===== src/common/csf_pkg.sv =====
package csf_pkg;

    // Flag positions inside the 8-bit flag register.
    localparam int FLAG_W       = 8;
    localparam int BIT_CARRY    = 0;
    localparam int BIT_HALF     = 1;
    localparam int BIT_ZERO     = 2;
    localparam int BIT_WRAP     = 3;
    localparam int BIT_PDOWN    = 4;
    localparam int BIT_WDOG     = 5;
    localparam int BIT_CHAIN    = 6;
    localparam int BIT_SIGN     = 7;
    localparam int NIBBLE_W     = 4;

    // Register map, byte addresses on the APB slave.
    localparam logic [11:0] ADDR_FLAGS  = 12'h000;
    localparam logic [11:0] ADDR_ALU_OP = 12'h004;
    localparam logic [11:0] ADDR_ALU_A  = 12'h008;
    localparam logic [11:0] ADDR_ALU_B  = 12'h00c;
    localparam logic [11:0] ADDR_RESULT = 12'h010;
    localparam logic [11:0] ADDR_EVENT  = 12'h014;

    // Event register bits: watchdog time-out, refresh and halt strobes.
    localparam int EV_TIMEOUT = 0;
    localparam int EV_REFRESH = 1;
    localparam int EV_HALT    = 2;

    // Reset value of the arithmetic flags (unknown in silicon, zero here).
    localparam logic [7:0] FLAGS_RESET = 8'h00;
    localparam logic [2:0] OPCODE_ZERO = 3'h0;
    localparam logic [7:0] BYTE_ZERO   = 8'h00;

    // Operations the flag logic understands.
    typedef enum logic [2:0] {
        CSF_OP_ADD,
        CSF_OP_ADC,
        CSF_OP_SUB,
        CSF_OP_SBC,
        CSF_OP_LOGIC,
        CSF_OP_RLC,
        CSF_OP_RRC,
        CSF_OP_NONE
    } csf_op_t;

    // One ALU request from the execution unit.
    typedef struct packed {
        logic       valid;
        csf_op_t    op;
        logic [7:0] a;
        logic [7:0] b;
    } csf_alu_req_t;

    // Flags produced by one operation.
    typedef struct packed {
        logic [7:0] result;
        logic       carry;
        logic       half;
        logic       zero;
        logic       wrap;
        logic       sign;
        logic       upd_arith;
        logic       upd_carry;
        logic       chain_copy;
        logic       chain_and;
    } csf_alu_out_t;

    // System events from the watchdog and sleep logic.
    typedef struct packed {
        logic timeout;
        logic refresh;
        logic halt;
    } csf_sys_ev_t;

endpackage


===== src/hdl/csf_alu.sv =====
`timescale 1ns/1ps
// Combinational ALU and flag generator.
module csf_alu (
    input  csf_pkg::csf_alu_req_t req,
    input  wire logic             carry_in,
    output csf_pkg::csf_alu_out_t out
);
    import csf_pkg::*;

    logic [8:0] sum;
    logic [4:0] low;
    logic [7:0] bop;
    logic       cin;
    logic       c7;

    // Subtraction is addition of the inverted operand, so the carry out
    // is directly the not-borrow that the flags want.
    always_comb begin
        out = '0;
        bop = req.b;
        cin = 1'b0;
        case (req.op)
            CSF_OP_ADC: cin = carry_in;
            CSF_OP_SUB: begin
                bop = ~req.b;
                cin = 1'b1;
            end
            CSF_OP_SBC: begin
                bop = ~req.b;
                cin = carry_in;
            end
            default: cin = 1'b0;
        endcase
        sum = {1'b0, req.a} + {1'b0, bop} + {8'h00, cin};
        low = {1'b0, req.a[NIBBLE_W-1:0]} + {1'b0, bop[NIBBLE_W-1:0]}
            + {4'h0, cin};
        c7  = req.a[FLAG_W-1] ^ bop[FLAG_W-1] ^ sum[FLAG_W-1];
        case (req.op)
            CSF_OP_ADD, CSF_OP_ADC, CSF_OP_SUB, CSF_OP_SBC: begin
                out.result    = sum[FLAG_W-1:0];
                out.carry     = sum[FLAG_W];
                out.half      = low[NIBBLE_W];
                out.wrap      = c7 ^ sum[FLAG_W];
                out.upd_arith = 1'b1;
                out.upd_carry = 1'b1;
            end
            CSF_OP_LOGIC: begin
                out.result    = req.a & req.b;
                out.upd_arith = 1'b1;
            end
            CSF_OP_RLC: begin
                out.result    = {req.a[FLAG_W-2:0], carry_in};
                out.carry     = req.a[FLAG_W-1];
                out.upd_carry = 1'b1;
            end
            CSF_OP_RRC: begin
                out.result    = {carry_in, req.a[FLAG_W-1:1]};
                out.carry     = req.a[0];
                out.upd_carry = 1'b1;
            end
            default: out.result = BYTE_ZERO;
        endcase
        out.zero       = (out.result == BYTE_ZERO);
        out.sign       = out.wrap ^ out.result[FLAG_W-1];
        out.chain_copy = (req.op == CSF_OP_SUB);
        out.chain_and  = (req.op == CSF_OP_SBC);
    end

endmodule


===== src/hdl/csf_flag_reg.sv =====
`timescale 1ns/1ps
// Notes on behaviour
// - 8-bit register: sign, chain, wdog, pdown, wrap, zero, half, carry.
// - Writes update arithmetic flags; watchdog and pdown stay read-only.
// - Watchdog flag cleared by power-up, refresh or halt; set by time-out.
// - Power-down flag cleared by power-up or refresh, set by halt.
// - Carry set on addition carry out or subtraction without borrow.
// - Rotate-through-carry instructions also update the carry flag.
// - Half carry set on low-nibble carry or no nibble borrow.
// - Zero flag set when an add, subtract or logic result is zero; rotates leave it unchanged.
// - Wrap flag is carry into MSB XOR carry out of MSB.
// - Sign-compare flag is wrap flag XOR result MSB.
// - Plain subtract copies the zero flag into the chained-zero flag.
// - Borrow subtract ANDs previous chained-zero with the current zero.
// - Every other operation leaves the chained-zero flag unchanged.
// - Interrupts and calls never push the flag register automatically.
module csf_flag_reg (
    input  wire logic                    pclk,
    input  wire logic                    presetn,
    input  wire logic                    psel,
    input  wire logic                    penable,
    input  wire logic                    pwrite,
    input  wire logic [11:0]             paddr,
    input  wire logic [31:0]             pwdata,
    output logic      [31:0]             prdata,
    output logic                         pready,
    output logic                         pslverr,
    input  csf_pkg::csf_alu_req_t        alu_req,
    input  csf_pkg::csf_sys_ev_t         sys_ev,
    output logic      [7:0]              alu_result,
    output logic      [7:0]              flags
);
    import csf_pkg::*;

    typedef struct packed {
        logic [7:0] arith;
        logic [2:0] sw_op;
        logic [7:0] sw_a;
        logic [7:0] sw_b;
        logic [7:0] result;
        logic [31:0] rdata;
        logic        err;
    } csf_state_t;

    csf_state_t   state;
    csf_state_t   next_state;
    csf_alu_req_t req;
    csf_alu_out_t aout;
    csf_sys_ev_t  ev;
    logic         wdog;
    logic         pdown;
    logic         acc;
    logic         wr;
    logic         sw_go;
    logic         mapped;
    logic [7:0]   full;

    // APB accesses complete in the access cycle, no wait states.
    assign acc    = psel && penable;
    assign wr     = acc && pwrite;
    assign mapped = (paddr == ADDR_FLAGS) || (paddr == ADDR_ALU_OP)
                 || (paddr == ADDR_ALU_A) || (paddr == ADDR_ALU_B)
                 || (paddr == ADDR_RESULT) || (paddr == ADDR_EVENT);

    // Software may launch one ALU operation by writing the opcode register;
    // the execution unit's own request has priority when both arrive.
    assign sw_go = wr && (paddr == ADDR_ALU_OP) && !alu_req.valid;

    always_comb begin
        req = alu_req;
        if (sw_go) begin
            req.valid = 1'b1;
            req.op    = csf_op_t'(pwdata[2:0]);
            req.a     = state.sw_a;
            req.b     = state.sw_b;
        end
    end

    csf_alu u_alu (
        .req      (req),
        .carry_in (state.arith[BIT_CARRY]),
        .out      (aout)
    );

    // Software can also raise system events through the event register.
    always_comb begin
        ev = sys_ev;
        if (wr && (paddr == ADDR_EVENT)) begin
            ev.timeout = sys_ev.timeout | pwdata[EV_TIMEOUT];
            ev.refresh = sys_ev.refresh | pwdata[EV_REFRESH];
            ev.halt    = sys_ev.halt    | pwdata[EV_HALT];
        end
    end

    csf_sys_flags u_sys (
        .pclk                  (pclk),
        .presetn               (presetn),
        .ev                    (ev),
        .watchdog_expired_flag (wdog),
        .powerdown_flag        (pdown)
    );

    // Full register view; the system bits come from their own keeper.
    always_comb begin
        full            = state.arith;
        full[BIT_WDOG]  = wdog;
        full[BIT_PDOWN] = pdown;
    end

    // Flag update: an ALU operation in the same cycle as a software write
    // wins, because it is the later event in instruction order.
    always_comb begin
        next_state     = state;
        next_state.err = 1'b0;
        if (wr && (paddr == ADDR_FLAGS)) begin
            next_state.arith = pwdata[7:0];
        end
        if (wr && (paddr == ADDR_ALU_OP)) begin
            next_state.sw_op = pwdata[2:0];
        end
        if (wr && (paddr == ADDR_ALU_A)) begin
            next_state.sw_a = pwdata[7:0];
        end
        if (wr && (paddr == ADDR_ALU_B)) begin
            next_state.sw_b = pwdata[7:0];
        end
        if (req.valid) begin
            next_state.result = aout.result;
            if (aout.upd_carry) begin
                next_state.arith[BIT_CARRY] = aout.carry;
            end
            if (aout.upd_arith) begin
                next_state.arith[BIT_ZERO] = aout.zero;
                next_state.arith[BIT_HALF] = aout.half;
                next_state.arith[BIT_WRAP] = aout.wrap;
                next_state.arith[BIT_SIGN] = aout.sign;
            end
            if (aout.chain_copy) begin
                next_state.arith[BIT_CHAIN] = aout.zero;
            end else if (aout.chain_and) begin
                next_state.arith[BIT_CHAIN] =
                    state.arith[BIT_CHAIN] & aout.zero;
            end
            // Other operations keep the chained-zero bit.
        end
        // The stored copy never holds the system bits.
        next_state.arith[BIT_WDOG]  = 1'b0;
        next_state.arith[BIT_PDOWN] = 1'b0;
        // Read data is captured at the setup cycle so it is registered.
        if (psel && !penable && !pwrite) begin
            next_state.rdata = '0;
            case (paddr)
                ADDR_FLAGS:  next_state.rdata[7:0] = full;
                ADDR_ALU_OP: next_state.rdata[2:0] = state.sw_op;
                ADDR_ALU_A:  next_state.rdata[7:0] = state.sw_a;
                ADDR_ALU_B:  next_state.rdata[7:0] = state.sw_b;
                ADDR_RESULT: next_state.rdata[7:0] = state.result;
                default:     next_state.rdata = '0;
            endcase
        end
        if (psel && !penable) begin
            next_state.err = !mapped;
        end
    end

    // No stack port exists: saving flags on calls is software's job.
    always_ff @(posedge pclk or negedge presetn) begin
        if (!presetn) begin
            state       <= '0;
            state.arith <= FLAGS_RESET;
            state.sw_op <= OPCODE_ZERO;
        end else begin
            state <= next_state;
        end
    end

    assign prdata     = state.rdata;
    assign pready     = 1'b1;
    assign pslverr    = acc && state.err;
    assign alu_result = state.result;
    assign flags      = full;

endmodule


===== src/hdl/csf_sys_flags.sv =====
`timescale 1ns/1ps
// Watchdog-expired and power-down flags; only system events touch them.
module csf_sys_flags (
    input  wire logic          pclk,
    input  wire logic          presetn,
    input  csf_pkg::csf_sys_ev_t ev,
    output logic               watchdog_expired_flag,
    output logic               powerdown_flag
);
    import csf_pkg::*;

    typedef struct packed {
        logic wdog;
        logic pdown;
    } csf_sys_state_t;

    csf_sys_state_t state;
    csf_sys_state_t next_state;

    // A time-out in the same cycle as a refresh wins, so it is never lost.
    always_comb begin
        next_state = state;
        if (ev.refresh || ev.halt) begin
            next_state.wdog = 1'b0;
        end
        if (ev.timeout) begin
            next_state.wdog = 1'b1;
        end
        if (ev.refresh) begin
            next_state.pdown = 1'b0;
        end
        if (ev.halt) begin
            next_state.pdown = 1'b1;
        end
    end

    // Power-on reset clears both flags.
    always_ff @(posedge pclk or negedge presetn) begin
        if (!presetn) begin
            state <= '0;
        end else begin
            state <= next_state;
        end
    end

    assign watchdog_expired_flag = state.wdog;
    assign powerdown_flag        = state.pdown;

endmodule


===== config.mk =====
export PLATFORM = sky130hd
export DESIGN_NAME = csf_flag_reg
export DESIGN_NICKNAME = d
export VERILOG_FILES = /design/src/common/csf_pkg.sv /design/src/hdl/csf_alu.sv /design/src/hdl/csf_flag_reg.sv /design/src/hdl/csf_sys_flags.sv
export SDC_FILE = /design/constraint.sdc
export NUM_CORES = 1
export LEC_CHECK = 0
export ABC_AREA = 1
export CELL_PAD_IN_SITES_DETAIL_PLACEMENT = 1
export CELL_PAD_IN_SITES_GLOBAL_PLACEMENT = 1
export CORE_MARGIN = 2
export CORE_UTILIZATION = 45
export CTS_CLUSTER_DIAMETER = 80
export DETAILED_ROUTE_END_ITERATION = 16
export DONT_BUFFER_PORTS = 1
export PLACE_DENSITY_LB_ADDON = 0.2
export SLEW_MARGIN = 30
export SYNTH_ARGS = -nofsm -noshare
export SYNTH_HDL_FRONTEND = slang
export SYNTH_SLANG_ARGS = --single-unit

===== constraint.sdc =====
create_clock -name pclk -period 5.3 [get_ports pclk]
set_input_delay 1.59 -clock pclk [delete_from_list [all_inputs] [get_ports pclk]]
set_output_delay 1.59 -clock pclk [all_outputs]
set_load 0.02 [all_outputs]

==> impl_metrics.toml <==
[worst_setup_path]
worst-path-max-fanout = 5
cpPeakStageDelay_ns = 0.47
reg2reg_slack_ns = 2.11
path_class = "in2reg"
startpoint = "paddr[0]"
cpMostUsedCell = "nand2_1"
cp-start-kind = "primary input"
path_cells = "inv_1, nand2_1, nor2_4, buf_4, nand2_1, nor2_1, nand4_1, nand2_2, nor2_4, nand2_1, nand2_2, xnor2_1, fa_1, fa_1, nand4_1, nand3_1, or2_2, nand3_1, nand2_1, nor2_1, nand2_1, nor2_1, nand3_1, nand2_1"
timing.rr.start = "state[41]"
crit_required_ns = 5.54
crit_arrival_ns = 5.12
critical_path.slowest_cell = "fa_1"
endpoint_kind = "flop"

[final_layout]
fillCellCount = 1081
final_cell_mix = "161 x nand2_1, 65 x inv_1, 48 x o21ai_0"
final_nets = 610
drive_above_1_share = 0.1000
utilization = 0.4570
areaGrowthSynthToFinish_pct = -0.5355
fin_area_sq_um = 3717
regArea_sq_um = 1101
antenna_cells = 0
multi_input_area_sq_um = 2021
layout_commonest_cell = "nand2_1"

[yosys]
synth_top_area_frac = 0.2946
ys_types = 47
netlist_area_sq_um = 3737
syn_inst = 543
synth.avg_cell_area_sq_um = 6.883
ys_top_cells_by_area = "dfrtp_1 29%, nand2_1 16%, buf_4 9.8%"
yosys_register_bits = 44
seq_area_frac_synth = 0.2946
yosysTopAreaCell = "dfrtp_1"
yosysWarnings = 0

[clock_network]
cts_hold_buf = 0
numCtsBuffers = 5
tritoncts = "built"
h-tree-depth = 2
insertion_delay_ns = 0.30
clkSinkCount = 44
cts-root-buf = "clkbuf_8"
post-cts-setup-buffer-count = 0
clk_pin_slew_ns = 0.10
cts.repair.resized = 0
clockBufferDepth = 2

[sta]
fin_worst_skew_ns = 0.01220
setup-tns-final_ns = 0
drv_slew = 0
fmax_ghz = 0.2052
rsz0062_at_grt = "false"
holdWs_ns = 0.4986
fin_crit_ns = 4.873
setup_viol = 0
finalHoldViolations = 0
tightest_slew_ns = 0.6588
fin_crit_sh = 0.9194
maxSlewHeadroom = 0.5574

[detailed_routing]
drt_pass1_iterations = 5
drt_iter0_drc = 120
vias_per_cell = 5.435
wl_per_cell_microns = 17.79
vias = 3451
wl_met2_microns = 5247
routed.top_layer = "met4"
wl_microns = 11300
final_antenna_net_count = 0
dr_wl_met3_microns = 746
wl_met1_microns = 5104
drc_errors = 0

[worst_hold_path]
hp-class = "reg2reg"
worstHoldStart = "state[41]"

[grt]
grtUsageTotal = 0.2609
grt_pass1_vias = 3384
overflow = 0
antenna_found_initial = 0
grt_max_degree = 45
grt_pass1_wl_microns = 17860

[run]
maxCapViolCount = 0

[status]
status = "complete, no violations"

[power]
seqPwrFrac = 0.477
p_per_area_nw_per_um2 = 233.9
p_sw_uw = 330.4
p_int_uw = 539.3
pwr-share-comb = 0.257
p_leak_uw = 0.001853
swShare = 0.3799
vdd_drop_max_v = 0.0001061
p_clk_frac = 0.266

[floorplanning]
initial_core_util = 0.4595
dieHeight_microns = 95.13
rows = 33
die_x_microns = 95.13
io_pins = 122
die_area_sq_um = 9050
core_sq_um = 8134

[placed_design]
placed_cell_area_sq_um = 3620
port_buffers = 0
place.gp.congestion = 0.8528
dp_hpwl_microns = 9153
[per-layer routing]
metal  up-vias  GRT usage
li1       1641          -
met1      1665     0.3494
met2       133     0.4319
met3        12    0.04506
met4         0    0.07488
met5         -          0
[final cells by class]
cell class,count,share of cell area
Multi-Input combinational cell,394,0.5436
Sequential cell,44,0.2962
Inverter,71,0.07237
Tap cell,105,0.03534
Timing Repair Buffer,13,0.02625
Clock buffer,6,0.02221
Clock inverter,2,0.004039
[Yosys cell counts (all sizes together)]
cell type,instances
a211oi,1
a21oi,7
a311oi,1
a31oi,1
a32o,3
buf,54
clkbuf,3
clkinv,2
conb,2
dfrtp,44
fa,2
ha,7
inv,69
nand2,167
nand3,32
nand4,7
nor2,47
nor3,3
nor3b,1
o211ai,4
o21a,1
o21ai,58
o21bai,3
o221ai,1
o22ai,8
o31ai,1
o32a,1
o32ai,1
or2,2
xnor2,9
xor2,1
[path summary, 6_finish.rpt]
kind                                   endpoint  cells after the start
max in group asynchronous             state[57]                      0
hold reg to reg                       state[41]                      2
setup / recovery                       flags[6]                     24
hold / removal                        state[41]                      2
min in group asynchronous  u_sys.powerdown_flag                      0
setup reg to reg                       flags[6]                     16
[state kept, by name, indices dropped and copies added, names as in the netlist]
name                         cells
prdata                           8
alu_result                       8
state                           20
u_sys.watchdog_expired_flag      1
u_sys.powerdown_flag             1
flags                            6
[power by group through the flow]
stage                     Clock, uW  Sequential [uW]  Combinational [uW]
after floorplan                   0              379                 244
after global placement            0              421                 214
after detailed placement          0              422                 221
after CTS                       235              415                 223
after global routing            248              418                 252
final                           232              415                 223
[kinds of logic (layout without fill, tap and decap cells)]
logic type               count (synthesis)  after routing  share of synthesized area
AO/OA/AOI/OAI                           91             91                     0.1490
buffers and inverters                  128             92                     0.1878
other                                    2             25                   0.002009
adder cells (fa/ha/maj)                  9              9                    0.03415
XOR/XNOR                                10             10                    0.02344
flip-flops                              44             44                     0.2946
AND/OR/NAND/NOR                        259            259                     0.3090
[critical path, delay by kind of cell]
family | cells | cell delay [ns]
and+or+nand+nor | 19 | 2.30
adders and majority gates | 2 | 0.88
buffers and inverters | 2 | 0.19
xor gates and xnor gates | 1 | 0.15
[through the flow]
step	total power, uW	worst slack, ns	std cells
2_1_floorplan	622.6	0.3708	566
3_3_place_gp	634.6	0.1913	627
3_5_place_dp	643.1	0.1064	627
4_1_cts	872.4	0.4278	635
5_1_grt	918.6	0.06424	635
6_report	869.6	0.4274	635
(Power assumes the default switching activity.)
